**src/pkg/rgt_regs.svh**
```systemverilog
// rgt_regs.svh: register indexes, field positions, reset values and codes
// of the regulator-two control register set.
// assumes an AXI4-Lite host, 32-bit data, byte address = four times index.
//
// Contract
// - bit 14 set: switch mode, code ignored
// - bit 10 clear: discharge output while disabled
// - all four regulators off: always discharge
// - code maps 0.9V/50mV then 1.8V/100mV
// - state machine restores all fields' defaults; code restores control, timing, low-power only
// - fault action: ignore, regulator off, system off
// - every fault raises interrupt, whatever the action; code always latches status, irq only when the mask bit is set
// - start slot: off, slots 1-14, active
// - stop slot: slots 1-14, else on off
// - sleep behaviour: image settings or output off
// - sleep source: register bit or inputs 1-3
// - sleep voltage code, same map, reset 11100
// - register group repeats every three indexes
`ifndef RGT_REGS_SVH
`define RGT_REGS_SVH
`define RGT_ADDR_W 10
`define RGT_IDX_W 8
`define RGT_IDX_CTRL 8'hCB
`define RGT_IDX_TIME 8'hCC
`define RGT_IDX_LP 8'hCD
`define RGT_IDX_STAT 8'hD8
`define RGT_IDX_MASK 8'hD9
`define RGT_IDX_HIB 8'hDA
`define RGT_GROUP_STRIDE 8'h03
`define RGT_BIT_SWI 14
`define RGT_BIT_FLT 10
`define RGT_BIT_EVT 0
`define RGT_BIT_HIB 0
`define RGT_MASK_CTRL 16'h441F
`define RGT_MASK_TIME 16'hFFC0
`define RGT_MASK_LP 16'h331F
`define RGT_MASK_EVT 16'h0001
`define RGT_RST_CTRL 16'h001B
`define RGT_RST_TIME 16'h0000
`define RGT_RST_LP 16'h001C
`define RGT_RST_ZERO 16'h0000
`define RGT_SLOT_NONE 4'h0
`define RGT_SLOT_LAST 4'hF
`define RGT_VOLT_HALF 5'h10
`define RGT_MV_BASE_LO 900
`define RGT_MV_STEP_LO 50
`define RGT_MV_BASE_HI 1800
`define RGT_MV_STEP_HI 100
`define RGT_MV_OFF 12'h000
`define RGT_RESP_OKAY 2'h0
`define RGT_RESP_SLVERR 2'h2
`endif

```
**src/pkg/rgt_pkg.sv**
```systemverilog
// rgt_pkg: types and helpers of the regulator-two register set.
// assumes rgt_regs.svh is on the include path.
`include "rgt_regs.svh"
package rgt_pkg;
    typedef enum logic [1:0] {
        RGT_ACT_IGNORE = 2'b00,
        RGT_ACT_REG_OFF = 2'b01,
        RGT_ACT_SYS_OFF = 2'b10,
        RGT_ACT_SYS_RSV = 2'b11
    } rgt_fault_type;
    typedef enum logic [1:0] {
        RGT_HIB_IMAGE = 2'b00,
        RGT_HIB_OFF = 2'b01,
        RGT_HIB_RSV_A = 2'b10,
        RGT_HIB_RSV_B = 2'b11
    } rgt_hib_type;
    typedef enum logic [1:0] {
        RGT_WR_IDLE = 2'b00,
        RGT_WR_ADDR = 2'b01,
        RGT_WR_DATA = 2'b10,
        RGT_WR_RESP = 2'b11
    } rgt_wr_type;
    typedef struct packed {
        logic enable;
        logic switch_mode;
        logic discharge;
        logic [4:0] voltage_code;
        logic [11:0] voltage_mv;
    } rgt_drive_type;
    typedef struct packed {
        logic start_never;
        logic start_on_active;
        logic [3:0] start_slot;
        logic stop_on_off;
        logic [3:0] stop_slot;
    } rgt_seq_type;
    // code to millivolts, two linear segments
    function automatic logic [11:0] rgt_code_mv(input logic [4:0] code);
        if (code < `RGT_VOLT_HALF) begin
            return 12'(`RGT_MV_BASE_LO + 32'(code[3:0]) * `RGT_MV_STEP_LO);
        end
        return 12'(`RGT_MV_BASE_HI + 32'(code[3:0]) * `RGT_MV_STEP_HI);
    endfunction
endpackage

```
**src/rgt_sync.sv**
```systemverilog
// rgt_sync: two-flop synchronisers for pin-level inputs.
// assumes inputs are asynchronous to aclk.
`timescale 1ns/1ps
module rgt_sync (
    input wire logic aclk,
    input wire logic aresetn,
    input wire logic [3:0] pin_in,
    output logic [3:0] pin_sync
);
    logic [3:0] stage_one;
    always_ff @(posedge aclk) begin
        if (!aresetn) begin
            stage_one <= 4'h0;
            pin_sync <= 4'h0;
        end else begin
            stage_one <= pin_in;
            pin_sync <= stage_one;
        end
    end
endmodule

```
**src/rgt_regulator_two.sv**
```systemverilog
// rgt_regulator_two: regulator-two control/status registers over AXI4-Lite,
// plus the drive, sequencing and fault decoding they steer.
// assumes same-clock sequencer and restore inputs; fault and low-power pins async.
`timescale 1ns/1ps
`include "rgt_regs.svh"
module rgt_regulator_two #(
    parameter logic [15:0] CTRL_DEFAULT = `RGT_RST_CTRL,
    parameter logic [15:0] TIME_DEFAULT = `RGT_RST_TIME
) (
    input wire logic aclk,
    input wire logic aresetn,
    input wire logic [`RGT_ADDR_W-1:0] awaddr,
    input wire logic awvalid,
    output logic awready,
    input wire logic [31:0] wdata,
    input wire logic [3:0] wstrb,
    input wire logic wvalid,
    output logic wready,
    output logic [1:0] bresp,
    output logic bvalid,
    input wire logic bready,
    input wire logic [`RGT_ADDR_W-1:0] araddr,
    input wire logic arvalid,
    output logic arready,
    output logic [31:0] rdata,
    output logic [1:0] rresp,
    output logic rvalid,
    input wire logic rready,
    input wire logic sm_restore,
    input wire logic seq_enable,
    input wire logic [2:0] others_disabled,
    input wire logic fault_pin,
    input wire logic low_power_input_one,
    input wire logic low_power_input_two,
    input wire logic low_power_input_three,
    output rgt_pkg::rgt_drive_type drive,
    output rgt_pkg::rgt_seq_type seq,
    output logic shut_regulator,
    output logic shut_system,
    output logic sleep_active,
    output logic irq
);
    import rgt_pkg::*;

    // ----------------------------------------
    // storage
    // ----------------------------------------
    logic [15:0] ctrl;
    logic [15:0] timing;
    logic [15:0] low_power;
    logic [15:0] status;
    logic [15:0] mask;
    logic [15:0] hib_ctrl;
    rgt_wr_type wr_state;
    rgt_wr_type next_wr_state;
    logic [`RGT_ADDR_W-1:0] aw_hold;
    logic [31:0] w_hold;
    logic [3:0] strb_hold;
    logic wr_go;
    logic fault_seen;
    logic fault_off;

    function automatic logic [15:0] merge_lanes(input logic [15:0] old, input logic [31:0] data,
                                                input logic [3:0] strb, input logic [15:0] keep);
        logic [15:0] res;
        res = old;
        if (strb[0]) begin
            res[7:0] = data[7:0];
        end
        if (strb[1]) begin
            res[15:8] = data[15:8];
        end
        return res & keep;
    endfunction

    function automatic logic [`RGT_IDX_W-1:0] word_index(input logic [`RGT_ADDR_W-1:0] addr);
        return addr[`RGT_ADDR_W-1:2];
    endfunction

    // ----------------------------------------
    // pin synchronisers
    // ----------------------------------------
    logic [3:0] pins_sync;
    rgt_sync u_sync (
        .aclk(aclk),
        .aresetn(aresetn),
        .pin_in({fault_pin, low_power_input_three, low_power_input_two, low_power_input_one}),
        .pin_sync(pins_sync)
    );

    // ----------------------------------------
    // write channel
    // ----------------------------------------
    wire aw_take = awvalid && awready;
    wire w_take = wvalid && wready;
    assign awready = (wr_state == RGT_WR_IDLE) || (wr_state == RGT_WR_DATA);
    assign wready = (wr_state == RGT_WR_IDLE) || (wr_state == RGT_WR_ADDR);
    assign bvalid = (wr_state == RGT_WR_RESP) && !wr_go;
    wire [`RGT_IDX_W-1:0] wr_idx = word_index(aw_hold);
    wire wr_ctrl = wr_go && (wr_idx == `RGT_IDX_CTRL);
    wire wr_time = wr_go && (wr_idx == `RGT_IDX_TIME);
    wire wr_lp = wr_go && (wr_idx == `RGT_IDX_LP);
    wire wr_stat = wr_go && (wr_idx == `RGT_IDX_STAT);
    wire wr_mask = wr_go && (wr_idx == `RGT_IDX_MASK);
    wire wr_hib = wr_go && (wr_idx == `RGT_IDX_HIB);
    wire wr_hit = wr_ctrl || wr_time || wr_lp || wr_stat || wr_mask || wr_hib;

    always_comb begin
        next_wr_state = wr_state;
        case (wr_state)
            RGT_WR_IDLE: begin
                if (aw_take && w_take) begin
                    next_wr_state = RGT_WR_RESP;
                end else if (aw_take) begin
                    next_wr_state = RGT_WR_ADDR;
                end else if (w_take) begin
                    next_wr_state = RGT_WR_DATA;
                end
            end
            RGT_WR_ADDR: begin
                if (w_take) begin
                    next_wr_state = RGT_WR_RESP;
                end
            end
            RGT_WR_DATA: begin
                if (aw_take) begin
                    next_wr_state = RGT_WR_RESP;
                end
            end
            RGT_WR_RESP: begin
                if (bvalid && bready) begin
                    next_wr_state = RGT_WR_IDLE;
                end
            end
            default: next_wr_state = RGT_WR_IDLE;
        endcase
    end

    always_ff @(posedge aclk) begin
        if (!aresetn) begin
            wr_state <= RGT_WR_IDLE;
            aw_hold <= '0;
            w_hold <= 32'h0000_0000;
            strb_hold <= 4'h0;
            wr_go <= 1'b0;
            bresp <= `RGT_RESP_OKAY;
        end else begin
            wr_state <= next_wr_state;
            wr_go <= (wr_state != RGT_WR_RESP) && (next_wr_state == RGT_WR_RESP);
            if (aw_take) begin
                aw_hold <= awaddr;
            end
            if (w_take) begin
                w_hold <= wdata;
                strb_hold <= wstrb;
            end
            if (wr_go) begin
                bresp <= wr_hit ? `RGT_RESP_OKAY : `RGT_RESP_SLVERR;
            end
        end
    end

    // ----------------------------------------
    // registers; restore returns control, timing and low-power defaults
    // ----------------------------------------
    wire fault_rise = pins_sync[3] && !fault_seen;
    wire clr_evt = wr_stat && strb_hold[0] && w_hold[`RGT_BIT_EVT];

    always_ff @(posedge aclk) begin
        if (!aresetn || sm_restore) begin
            ctrl <= CTRL_DEFAULT;
            timing <= TIME_DEFAULT;
            low_power <= `RGT_RST_LP;
        end else begin
            if (wr_ctrl) begin
                ctrl <= merge_lanes(ctrl, w_hold, strb_hold, `RGT_MASK_CTRL);
            end
            if (wr_time) begin
                timing <= merge_lanes(timing, w_hold, strb_hold, `RGT_MASK_TIME);
            end
            if (wr_lp) begin
                low_power <= merge_lanes(low_power, w_hold, strb_hold, `RGT_MASK_LP);
            end
        end
    end

    always_ff @(posedge aclk) begin
        if (!aresetn) begin
            status <= `RGT_RST_ZERO;
            mask <= `RGT_RST_ZERO;
            hib_ctrl <= `RGT_RST_ZERO;
            fault_seen <= 1'b0;
        end else begin
            fault_seen <= pins_sync[3];
            // a new fault beats a clear in the same cycle
            if (fault_rise) begin
                status[`RGT_BIT_EVT] <= 1'b1;
            end else if (clr_evt) begin
                status[`RGT_BIT_EVT] <= 1'b0;
            end
            if (wr_mask) begin
                mask <= merge_lanes(mask, w_hold, strb_hold, `RGT_MASK_EVT);
            end
            if (wr_hib) begin
                hib_ctrl <= merge_lanes(hib_ctrl, w_hold, strb_hold, `RGT_MASK_EVT);
            end
        end
    end

    assign irq = |(status & mask);

    // ----------------------------------------
    // read channel
    // ----------------------------------------
    wire [`RGT_IDX_W-1:0] rd_idx = word_index(araddr);
    wire rd_ctrl = rd_idx == `RGT_IDX_CTRL;
    wire rd_time = rd_idx == `RGT_IDX_TIME;
    wire rd_lp = rd_idx == `RGT_IDX_LP;
    wire rd_stat = rd_idx == `RGT_IDX_STAT;
    wire rd_mask = rd_idx == `RGT_IDX_MASK;
    wire rd_hib = rd_idx == `RGT_IDX_HIB;
    // the next regulator's group starts one stride above this control index
    wire [`RGT_IDX_W-1:0] group_end = `RGT_IDX_CTRL + `RGT_GROUP_STRIDE;
    wire rd_group = (rd_idx >= `RGT_IDX_CTRL) && (rd_idx < group_end);
    wire rd_hit = rd_group || rd_stat || rd_mask || rd_hib;
    // unused bits stay zero through the write masks
    wire [15:0] rd_word = ({16{rd_ctrl}} & ctrl) | ({16{rd_time}} & timing)
                        | ({16{rd_lp}} & low_power) | ({16{rd_stat}} & status)
                        | ({16{rd_mask}} & mask) | ({16{rd_hib}} & hib_ctrl);
    assign arready = !rvalid;

    always_ff @(posedge aclk) begin
        if (!aresetn) begin
            rvalid <= 1'b0;
            rdata <= 32'h0000_0000;
            rresp <= `RGT_RESP_OKAY;
        end else if (arvalid && arready) begin
            rvalid <= 1'b1;
            rdata <= {16'h0000, rd_word};
            rresp <= rd_hit ? `RGT_RESP_OKAY : `RGT_RESP_SLVERR;
        end else if (rready) begin
            rvalid <= 1'b0;
        end
    end

    // ----------------------------------------
    // sleep selection and drive
    // ----------------------------------------
    wire [1:0] src_sel = low_power[9:8];
    wire [3:0] src_vec = {pins_sync[2:0], hib_ctrl[`RGT_BIT_HIB]};
    wire sleep_now = src_vec[src_sel];
    wire rgt_hib_type hib_mode = rgt_hib_type'(low_power[13:12]);
    wire use_image = sleep_now && (hib_mode == RGT_HIB_IMAGE);
    wire sleep_off = sleep_now && (hib_mode == RGT_HIB_OFF);
    wire rgt_fault_type action = rgt_fault_type'(timing[15:14]);
    wire next_enable = seq_enable && !fault_off && !sleep_off;
    wire [4:0] next_code = use_image ? low_power[4:0] : ctrl[4:0];
    wire next_switch = ctrl[`RGT_BIT_SWI];
    wire all_off = !next_enable && (&others_disabled);
    rgt_drive_type next_drive;
    rgt_seq_type next_seq;

    always_comb begin
        next_drive.enable = next_enable;
        next_drive.switch_mode = next_switch;
        next_drive.discharge = !next_enable && (!ctrl[`RGT_BIT_FLT] || all_off);
        next_drive.voltage_code = next_code;
        next_drive.voltage_mv = next_switch ? `RGT_MV_OFF : rgt_code_mv(next_code);
        next_seq.start_never = timing[13:10] == `RGT_SLOT_NONE;
        next_seq.start_on_active = timing[13:10] == `RGT_SLOT_LAST;
        next_seq.start_slot = timing[13:10];
        next_seq.stop_on_off = (timing[9:6] == `RGT_SLOT_NONE) || (timing[9:6] == `RGT_SLOT_LAST);
        next_seq.stop_slot = timing[9:6];
    end

    always_ff @(posedge aclk) begin
        if (!aresetn) begin
            drive <= '0;
            seq <= '0;
            sleep_active <= 1'b0;
            shut_regulator <= 1'b0;
            shut_system <= 1'b0;
            fault_off <= 1'b0;
        end else begin
            drive <= next_drive;
            seq <= next_seq;
            sleep_active <= sleep_now;
            shut_regulator <= fault_rise && (action == RGT_ACT_REG_OFF);
            shut_system <= fault_rise && timing[15];
            if (fault_rise && (action == RGT_ACT_REG_OFF)) begin
                fault_off <= 1'b1;
            end else if (!seq_enable) begin
                fault_off <= 1'b0;
            end
        end
    end
endmodule

```
**config.mk**
```make
export PLATFORM = sky130hd
export DESIGN_NAME = rgt_regulator_two
export DESIGN_NICKNAME = d
export VERILOG_FILES = /design/src/pkg/rgt_pkg.sv /design/src/rgt_sync.sv /design/src/rgt_regulator_two.sv
export VERILOG_INCLUDE_DIRS = /design/src /design/src/pkg
export SDC_FILE = /design/constraint.sdc
export NUM_CORES = 1
export LEC_CHECK = 0
export BUFFER_PORTS_ARGS = -buffer_cell sky130_fd_sc_hd__buf_4
export CORE_AREA = 2 2 99 101
export DETAILED_ROUTE_END_ITERATION = 6
export DIE_AREA = 0 0 101 103
export PLACE_DENSITY = 0.83
export SYNTH_ARGS = -nofsm -noshare
export SYNTH_HDL_FRONTEND = slang
export SYNTH_HIERARCHICAL = 1
export SYNTH_SLANG_ARGS = --single-unit
```
**constraint.sdc**
```tcl
create_clock -name aclk -period 9.25 [get_ports aclk]
set_input_delay 1.85 -clock aclk [delete_from_list [all_inputs] [get_ports aclk]]
set_output_delay 1.85 -clock aclk [all_outputs]
set_load 0.01 [all_outputs]
```
[Yosys cells after proc, flatten, opt, wreduce, memory -nomap -nowiden]
Index checks and enable logic that the tools add are counted.
Widths: inputs -> output; s select.
Cells by class
  $add $sub $neg: 2
  multiply operators: 2
  $lt $le $gt $ge: 4
  equal/unequal tests: 22
  multiplexer cells: 21
  bitwise gates (word level): 13
  reduce and logical (&&, ||, !) cells: 63
Operators with widths (count)
  $eq 8x8->1 const B: 12
  $or 16x16->16: 5
  $and 16x1->16: 3
  $logic_and 1x1->1: 25
  $mux 12: 2
  $mul 4x5->9 const B: 2
  $and 16x14->16: 1
  $and 16x15->16: 1
  $and 16x16->16: 1
  $mux 2: 8
  $reduce_and 2->1: 8
  $reduce_or 16->1: 1
  $logic_or 1x1->1: 13
  $add 11x11->12 const A: 1
  $add 10x10->11 const A: 1
  $eq 4x4->1 const B: 2
  $ge 8x8->1 const B: 1
  $logic_not 1->1: 8
  $logic_not 4->1: 2
  $lt 8x8->1 const B: 1
  $mux 1: 8
  $pmux 2 s4: 1
  $eq 2x1->1 const B: 3
  $eq 2x2->1 const B: 3
  12 further kinds: 14
Word-level totals
  flip-flop bits (word level): 125
  input port bits: 72
  output and inout port bits: 76
  word-level logic and storage cells: 162

[Longest topological paths before layout]
Gate-level depths: netlist of run 1.
  depth after elaboration: 9
  mapped depth: 12

[Modules after synthesis]
Netlist of run 1, hierarchy kept.
By module, submodules not included
  rgt_regulator_two: instances 1, cells an instance 507, area each 4797.1 µm², sequential area each 2202.1 µm²
  rgt_sync: instances 1, cells an instance 16, area each 210.2 µm², sequential area each 160.2 µm²

[Worst setup path before layout of run 1]
Ideal clock, no wire load.
  kind: reg2reg
  start point: register low_power[9]
  end point: register drive[9] (netlist bit)
  arrival: 3428 ps
  required time: 9188 ps
  slack: 5760 ps
  stages on the path, launching flop included: 12
  path buffers: 0
  period minus slack after synthesis: 3490 ps
  cell sequence: dfxtp_1 > mux2_2 > a22oi_4 > mux2i_1 > inv_1 > ha_1 > fa_1 > xor2_1 > a41oi_1 > xnor3_1 > or3_1 > nand3_1
On the way
  cells in the longest elaborated chain, start to end: 8
RTL lines
  start: declaration: RTL line rgt_regulator_two.sv:50  | logic [15:0] low_power;
  start signal: assignment: RTL line rgt_regulator_two.sv:173  | low_power <= `RGT_RST_LP;
  start signal: assignment: RTL line rgt_regulator_two.sv:182  | low_power <= merge_lanes(low_power, w_hold, strb_hold, `RGT_MASK_LP);
  $bmux 1 s2 (*): RTL line rgt_regulator_two.sv:251  | wire sleep_now = src_vec[src_sel];
  $mux 1 (implied by the code) (*): RTL line rgt_regulator_two.sv:251
  $logic_and 1x1->1 (*): RTL line rgt_regulator_two.sv:253  | wire use_image = sleep_now && (hib_mode == RGT_HIB_IMAGE);
  $mux 5 (*): RTL line rgt_regulator_two.sv:257  | wire [4:0] next_code = use_image ? low_power[4:0] : ctrl[4:0];
  $mul 4x5->9 (no line)
  $add 10x10->11 (no line)
  $mux 12: RTL line rgt_pkg.sv:39  | if (code < `RGT_VOLT_HALF) begin
  $mux 12 (*): RTL line rgt_pkg.sv:42  | return 12'(`RGT_MV_BASE_HI + 32'(code[3:0]) * `RGT_MV_STEP_HI);
  end signal: assignment: RTL line rgt_regulator_two.sv:285  | drive <= next_drive;
  end: declaration: RTL line rgt_regulator_two.sv:36  | output rgt_pkg::rgt_drive_type drive,
Every way passes the cells marked *; elsewhere a longest branch is shown, timed or not. The select of a mux whose other input is x is not followed.
A chain may end at the register's enable or synchronous reset.

[Worst setup path after layout of run 1]
  start point: register low_power[9]
  end point: register drive[9] (netlist bit)
On the way
  cells in the longest elaborated chain, start to end: 8
RTL lines (RTL line)
  $bmux 1 s2 (*): rgt_regulator_two.sv:251
  $mux 1 (implied by the code) (*): rgt_regulator_two.sv:251
  $logic_and 1x1->1 (*): rgt_regulator_two.sv:253
  $mux 5 (*): rgt_regulator_two.sv:257
  named net next_code[0]: rgt_regulator_two.sv:257
  $mul 4x5->9 (no line)
  $add 10x10->11 (no line)
  $mux 12: rgt_pkg.sv:39
  $mux 12 (*): rgt_pkg.sv:42
The timed path passes the listed nets; every way through them passes the cells marked *. The select of a mux whose other input is x is not followed.

==> results of run 1 <==
[per-layer routing]
metal | routed length (um) | up-vias | GRT usage [%]
met4 | 120 | 0 | 7.796
li1 | - | 1976 | -
met5 | 0 | - | 0
met1 | 5085 | 1788 | 28.46
met2 | 4841 | 151 | 32.21
met3 | 769 | 15 | 7.119
[flip-flops by register name, summed over array words and instances, names as in the netlist, 4 cells and up]
signal / cells
ctrl: 7
drive: 19
aw_hold: 8
u_sync/pin_sync: 4
low_power: 9
timing: 10
u_sync/stage_one: 4
rdata: 15
w_hold: 15
seq: 11
[placed cells by master (no fill, tap or decap), drive strengths merged, types with 8 or more instances in the layout]
| cell | count |
|---|---|
| inv | 15 |
| ha | 8 |
| nor2 | 40 |
| a21boi | 19 |
| nand4 | 9 |
| dfxtp | 118 |
| o21ai | 8 |
| buf | 104 |
| clkbuf | 18 |
| nand2 | 69 |
| nor2b | 27 |
| and2 | 29 |
| a21oi | 8 |
| conb | 20 |
| mux2i | 45 |
[critical path, cell delays in order, from the launching register on]
cell and delay [ns]:
dfxtp_1 0.41, mux2_2 0.39, a22oi_4 0.34, mux2i_1 0.62, inv_1 0.10, ha_1 0.21, ha_1 0.21, fa_1 0.44
xor2_1 0.19, a41oi_1 0.33, xnor3_1 0.31, or3_1 0.32, nand3_1 0.08
[kinds of logic after synthesis]
kind of cell | Yosys count | share of synthesized area, %
other | 1 | 0.07489
adders and majority gates | 9 | 2.399
buffers and inverters | 52 | 5.472
and+or+nand+nor | 207 | 20.96
AOI/OAI and AO/OA | 73 | 10.99
DFF | 118 | 47.18
muxes | 52 | 10.72
xor gates and xnor gates | 11 | 2.199
[final timing paths]
path | cells past startpoint | endpoint | startpoint | slack, ns
worst max-delay path | 12 | drive[9] | low_power[9] | 5.25
worst min-delay path | 1 | u_sync/pin_sync[2] | u_sync/stage_one[2] | 0.43
worst max register to register | 12 | drive[9] | low_power[9] | 5.25
worst min register to register | 1 | u_sync/pin_sync[2] | u_sync/stage_one[2] | 0.43
[power by group through the flow]
stage	Combinational (uW)	Clock, uW	Sequential (uW)
after floorplan	49.2	0	546
after global placement	77.6	0	546
after detailed placement	79.5	0	546
after CTS	80.1	596	535
after global routing	88.0	621	537
final	79.8	588	535
[final cells by class]
| cell class | instances | area, um2 | share of cell area, % |
|---|---|---|---|
| Clock buffer | 18 | 427.9 | 6.779 |
| Clock inverter | 14 | 118.9 | 1.883 |
| Inverter | 10 | 37.54 | 0.5946 |
| Multi-Input combinational cell | 372 | 2442 | 38.69 |
| Sequential cell | 118 | 2362 | 37.42 |
| Tap cell | 114 | 142.6 | 2.260 |
| Timing Repair Buffer | 104 | 780.7 | 12.37 |
[metrics by stage]
step                      std cells  power (uW)  setup WS [ns]  utilization [%]  instance area [um2]
after floorplan                 542       594.7          5.760                -                 5079
after global placement          718       623.2          5.309            60.95                 5766
after detailed placement        718       625.9          5.285            60.95                 5766
after CTS                       750        1212          5.244            66.73                 6312
after global routing            750        1246          4.958            66.73                 6312
final                           750        1203          5.252            66.73                 6312
==> impl_metrics.tcl, run 1 <==
set metrics [dict create \
    yosysWarnings 6 \
    ant_nets 0 \
    p_comb_share_pct 6.6 \
    ys_types 58 \
    leakage_uw 0.002894 \
    sw_frac_of_total_pct 24.71 \
    cp_max_fo 10 \
    syn_area_um2 5007 \
    crit_path_end_kind "flop" \
    grt_max_degree 82 \
    fmax_mhz 250.1 \
    cts_buffers 17 \
    crit_arrival_ns 4.47 \
    design.die.area_um2 10400 \
    die_w_um 101 \
    maxSlewHeadroom_pct 25.01 \
    post_cts_resized 0 \
    worst_pin_slew_ns 1.123 \
    p_clk_share_pct 48.8 \
    power.density_nw_per_um2 190.6 \
    synthArstFlopShare_pct 0 \
    antenna_found_initial 0 \
    synth_seq_area_share_pct 47.18 \
    nets 704 \
    synth_area_leaders "dfxtp_1, mux2i_1, nand2_1" \
    synth_ff_type "dfxtp_1" \
    ios 148 \
    diodes 0 \
    setup_viol 0 \
    wire_per_inst_um 14.42 \
    area_growth_pct 26.06 \
    start_util_pct 52.94 \
    syn_inst 523 \
    path_clk_slew_ns 0.06 \
    clock_latency_ns 0.52 \
    timing_hold_violations_final 0 \
    critical_path_class "reg -> reg" \
    startpoint_type "flop" \
    die_y_um 103 \
    fin_setup_tns_ns 0 \
    rows 36 \
    place_congestion 0.7964 \
    hpwl_mm 7.671 \
    status "finished, final reports clean" \
    maxCapViolations 0 \
    post_cts_buffers 0 \
    hold_buffers 0 \
    yosysTopAreaCellShare_pct 47.18 \
    synth_top_area_cell "dfxtp_1" \
    fin_worst_skew_ns 0.008348 \
    fillers 720 \
    period_needed_ns 3.998 \
    synth_area_per_cell_um2 9.574 \
    io_buffers 104 \
    slew_violations 0 \
    drive_gt1_share_pct 24.06 \
    ir_drop_mv 0.1379 \
    p_int_uw 905.7 \
    cts_tree "built" \
    hold_path.class "reg -> reg" \
    rsz0062_at_grt "no" \
    core_area_um2 9459 \
    grt_pass1_wl_mm 17.28 \
    cts-root-buf "clkbuf_8" \
    netlist_top_cells_count "dfxtp_1, nand2_1, mux2i_1" \
    first_pass_iters 4 \
    cts_max_path_buffers 2 \
    route.detailed.drc 0 \
    ys_ff_latch 118 \
    power_frac_seq_pct 44.5 \
    clock-sinks 118 \
    p_sw_uw 297.2 \
    htree_levels 4 \
    drtIter0Drc 145 \
    via_count 3930 \
    synth_edf_count 0 \
    wirelength_mm 10.82 \
    holdWs_ns 0.4264 \
    grt_pass1_vias 3601 \
    fin_crit_sh_pct 43.22 \
    via_per_inst 5.240 \
    synthMostInstantiatedCell "dfxtp_1" \
    grt_overflow 0 \
    required_ns 9.72 \
    grt_usage_pct 21.28 \
]
Power figures use the tool's default switching activity.
==> run 2: changes to the inputs <==
Settings changed: CORE_AREA 2 2 99 101 to 2 2 107 109, DIE_AREA 0 0 101 103 to 0 0 109 111, PLACE_DENSITY 0.83 to 0.75.
Clock period 9.25 ns to 3.4 ns, I/O delays scaled along.
==> impl_metrics.tcl, run 2 (synthesized netlist as in run 1, its figures left out) <==
set metrics [dict create \
    leakage_uw 0.003036 \
    rows 39 \
    status "finished, final reports clean" \
    critical_path_class "reg -> reg" \
    die_w_um 109 \
    cp_max_fo 5 \
    core_area_um2 11080 \
    via_count 4100 \
    ir_drop_mv 0.2863 \
    drtIter0Drc 202 \
    start_util_pct 45.21 \
    path_clk_slew_ns 0.06 \
    cts_buffers 17 \
    layout_common_cells "buf_4, dfxtp_1, nand2_1" \
    crit_path_end_kind "flop" \
    timing_hold_violations_final 0 \
    top_register "drive" \
    crit_chain "mux2_4 -> a22oi_4 -> buf_12 -> mux2_4 -> ha_4 -> ha_4 -> fa_2 -> xor2_4 -> a41oi_2 -> xnor3_1 -> or3_1 -> nand3_2" \
    drive_gt1_share_pct 29.42 \
    grt_pass1_vias 3735 \
    fin_crit_sh_pct 98.07 \
    maxSlewHeadroom_pct 37.88 \
    worst_pin_slew_ns 0.9232 \
    cts-root-buf "clkbuf_16" \
    first_pass_iters 4 \
    max_stage_delay_ns 0.39 \
    startpoint_type "flop" \
    setup_viol 0 \
    required_ns 3.75 \
    cts_max_path_buffers 2 \
    period_needed_ns 3.334 \
    final_common_cell "buf_4" \
    grt_max_degree 54 \
    area_growth_pct 35.03 \
    r2r_setup_slack_ns 0.07 \
    antenna_found_initial 0 \
    wirelength_mm 11.94 \
    cts_tree "built" \
    clock-sinks 118 \
    worst_path_max_delay_cell "fa_2" \
    grt_usage_pct 19.31 \
    hold_path.class "reg -> reg" \
    hpwl_mm 8.225 \
    htree_levels 4 \
    largest_reg_flops 19 \
    fin_worst_skew_ns 0.009502 \
    crit_buf_inv 1 \
    crit_arrival_ns 3.69 \
    io_buffers 104 \
    wire_per_inst_um 14.94 \
    via_per_inst 5.131 \
    clock_latency_ns 0.41 \
    die_y_um 111 \
    stdcell_count 799 \
    grt_overflow 0 \
    slew_violations 0 \
    fin_setup_tns_ns 0 \
    design.die.area_um2 12100 \
    nets 724 \
    ios 148 \
    power.density_nw_per_um2 524.7 \
    fmax_mhz 299.9 \
    largest_registers "drive: 19 flops, rdata: 15 flops, w_hold: 15 flops" \
    placed_cells 759 \
    ant_nets 0 \
    fillers 872 \
    grt_pass1_wl_mm 18.17 \
    diodes 0 \
    cpLargestDelayFamily "adder cells" \
    holdWs_ns 0.4291 \
    maxCapViolations 0 \
    route.detailed.drc 0 \
    place_congestion 0.8143 \
]
## run 2: changes by cell type in the layout (fill, tap and decap cells not counted), moves of 4 or more
| cell | before | now |
|---|---|---|
| bufinv_16 | 0 | 4 |
| buf_4 | 104 | 122 |
| ha_1 | 8 | 4 |
| mux2i_1 | 44 | 40 |
## run 2: timing repair
action,in CTS,in global routing
endpoints found under the setup margin,4,4
pin swaps,2,6
resized for setup,3,26
setup buffers,5,4
hold buffers,0,0
## run 2: final timing paths
check,start,endpoint,cells after the start
worst max-delay path,low_power[9],drive[9],12
worst min-delay path,u_sync/stage_one[3],u_sync/pin_sync[3],1
worst max register to register,low_power[9],drive[9],12
worst min register to register,u_sync/stage_one[3],u_sync/pin_sync[3],1
## run 2: final cells by class
type / count / area [um2] / area share (%)
multi-input combinational: 372 / 2608 / 38.56
sequential: 118 / 2366 / 34.99
timing repair buffer: 124 / 947.2 / 14.01
clock buffer: 21 / 450.4 / 6.662
tap: 143 / 178.9 / 2.646
clock inverter: 11 / 173.9 / 2.572
inverter: 10 / 37.54 / 0.5551
## run 2: metal layers
metal	vias to the layer above	part of all wire [%]	global-route usage [%]
li1	2006	-	-
met1	1928	43	25.89
met2	148	48	29.90
met3	18	7.0	4.174
met4	0	1.7	8.034
met5	-	0	0
## run 2: power by group
group	switching, uW	total (uW)	internal, uW
logic	111	221	110
clock network	622	1870	1250
registers	31.1	1460	1430
## run 2: metrics by stage
step / power, uW / setup WS, ns / util [%] / cell area [um2]
after global routing: 3667 / -0.01895 / 61.04 / 6761
after detailed placement: 1709 / -0.1403 / 53.51 / 5927
final: 3548 / 0.06565 / 61.04 / 6761
after floorplan: 1618 / 0.05156 / - / 5114
after global placement: 1701 / -0.007952 / 53.51 / 5927
after CTS: 3575 / 0.01032 / 59.66 / 6609
==> run 3: changes to the inputs <==
--- a/config.mk
+++ b/config.mk
@@ -13,2 +13,3 @@
 export PLACE_DENSITY = 0.75
+export REMOVE_ABC_BUFFERS = 1
 export SYNTH_ARGS = -nofsm -noshare
--- a/constraint.sdc
+++ b/constraint.sdc
@@ -3,2 +3,2 @@
 set_output_delay 0.68 -clock aclk [all_outputs]
-set_load 0.01 [all_outputs]
+set_load 0.02 [all_outputs]
==> impl_metrics.tcl, run 3 (synthesized netlist as in run 1, its figures left out) <==
set metrics [dict create \
    status "finished, final reports clean" \
    clock_latency_ns 0.41 \
    start_util_pct 45.21 \
    nets 722 \
    layout_common_cells "buf_4, dfxtp_1, nand2_1" \
    area_growth_pct 33.08 \
    clock-sinks 118 \
    cts-root-buf "clkbuf_16" \
    crit_buf_inv 1 \
    r2r_setup_slack_ns 0.11 \
    cpLargestDelayFamily "compound AO/OA/AOI/OAI gates" \
    max_stage_delay_ns 0.42 \
    drive_gt1_share_pct 27.83 \
    fin_worst_skew_ns 0.008379 \
    cts_tree "built" \
    path_clk_slew_ns 0.06 \
    wirelength_mm 11.52 \
    htree_levels 4 \
    largest_reg_flops 19 \
    largest_registers "drive: 19 flops, rdata: 15 flops, w_hold: 15 flops" \
    die_w_um 109 \
    fin_util_pct 60.16 \
    r2r-end "drive[9]" \
    grt_pass1_vias 3743 \
    finalWorstSetupSlack_ns 0.1117 \
    startpoint_type "flop" \
    hold_buffers 0 \
    top_register "drive" \
    crit_top_cell "ha_1" \
    final_common_cell "buf_4" \
    fin_crit_sh_pct 96.71 \
    wire_per_inst_um 14.46 \
    maxCapViolations 0 \
    period_needed_ns 3.288 \
    diodes 0 \
    cp_max_fo 5 \
    worst_pin_slew_ns 0.9690 \
    grt_pass1_wl_mm 17.99 \
    place_congestion 0.8163 \
    grt_max_degree 57 \
    rows 39 \
    pre_cts_ws_ns -0.06161 \
    hpwl_mm 7.847 \
    cts_max_path_buffers 2 \
    critical_path_class "reg -> reg" \
    cts_buffers 17 \
    worst_path_max_delay_cell "a2111o_1" \
    grt_usage_pct 19.04 \
    slew_violations 0 \
    crit_chain "mux2_4 -> a22oi_4 -> mux2i_2 -> inv_1 -> ha_1 -> ha_1 -> ha_1 -> xor2_1 -> a31o_2 -> a2111o_1 -> nand3_1" \
    first_pass_iters 4 \
    required_ns 3.75 \
    rr_worst_depth 11 \
    whs_path_depth 1 \
    worstSetupPathDepth 11 \
    ir_drop_mv 0.3454 \
    hold_path.class "reg -> reg" \
    via_per_inst 5.031 \
    via_count 4010 \
    ant_nets 0 \
    core_area_um2 11080 \
    io_buffers 104 \
    leakage_uw 0.003034 \
    setup_viol 0 \
    grt_overflow 0 \
    power.density_nw_per_um2 552.0 \
    crit_arrival_ns 3.64 \
    die_y_um 111 \
    fmax_mhz 304.1 \
    maxSlewHeadroom_pct 34.81 \
    design.die.area_um2 12100 \
    crit_path_end_kind "flop" \
    drtIter0Drc 248 \
    r2r_start "low_power[9]" \
    ios 148 \
    critPathLaunch "low_power[9]" \
    route.detailed.drc 0 \
    antenna_found_initial 0 \
    timing_hold_violations_final 0 \
    endpoint "drive[9]" \
]
run 3: power breakdown:
group          internal [uW]  total (uW)  switching [uW]  leakage, uW
clock                   1330        1970             646     0.000309
combinational            111         250             139      0.00176
sequential              1430        1460            30.0     0.000965
total                   2860        3680             815      0.00303
run 3: stage by stage:
step	TNS [ns]	std cells	hold WS, ns	total power, uW	instance area [um2]
global placement	0	760	0.4198	1729	5899
floorplan	-0.1077	500	0.4057	1612	4842
CTS	0	794	0.4353	3697	6586
detailed placement	-0.08182	760	0.4215	1737	5899
finish	0	797	0.4314	3679	6664
global route	-0.01091	797	0.4641	3795	6664
run 3: what timing repair did:
action | CTS | global route
pin swaps | 2 | 5
gates cloned | 0 | 0
endpoints found under the setup margin | 3 | 5
resized for setup | 2 | 12
buffers inserted | 2 | 3
run 3: cell type report:
cell class / instances / area (um2)
well taps: 143 / 178.9
multi-input cells: 372 / 2502
clock buffers: 18 / 439.2
fillers: 934 / 4413
flip-flops and latches: 118 / 2366
inverters: 10 / 37.54
clock inverters: 14 / 224.0
repair buffers: 122 / 915.9
run 3: worst min-delay path by stage:
stage | from | endpoint | slack [ns]
floorplan | u_sync/stage_one[2] | u_sync/pin_sync[2] | 0.41
global placement | u_sync/stage_one[2] | u_sync/pin_sync[2] | 0.42
detailed placement | u_sync/stage_one[2] | u_sync/pin_sync[2] | 0.42
CTS | u_sync/stage_one[2] | u_sync/pin_sync[2] | 0.44
global route | u_sync/stage_one[2] | u_sync/pin_sync[2] | 0.46
finish | u_sync/stage_one[2] | u_sync/pin_sync[2] | 0.43
run 3: routing by layer:
layer	up-vias	share of wire, %	GRT usage, %
met4	0	1.3	6.581
met5	-	0	0
met3	13	6.4	5.115
met1	1858	45	24.69
li1	2003	-	-
met2	136	47	30.35
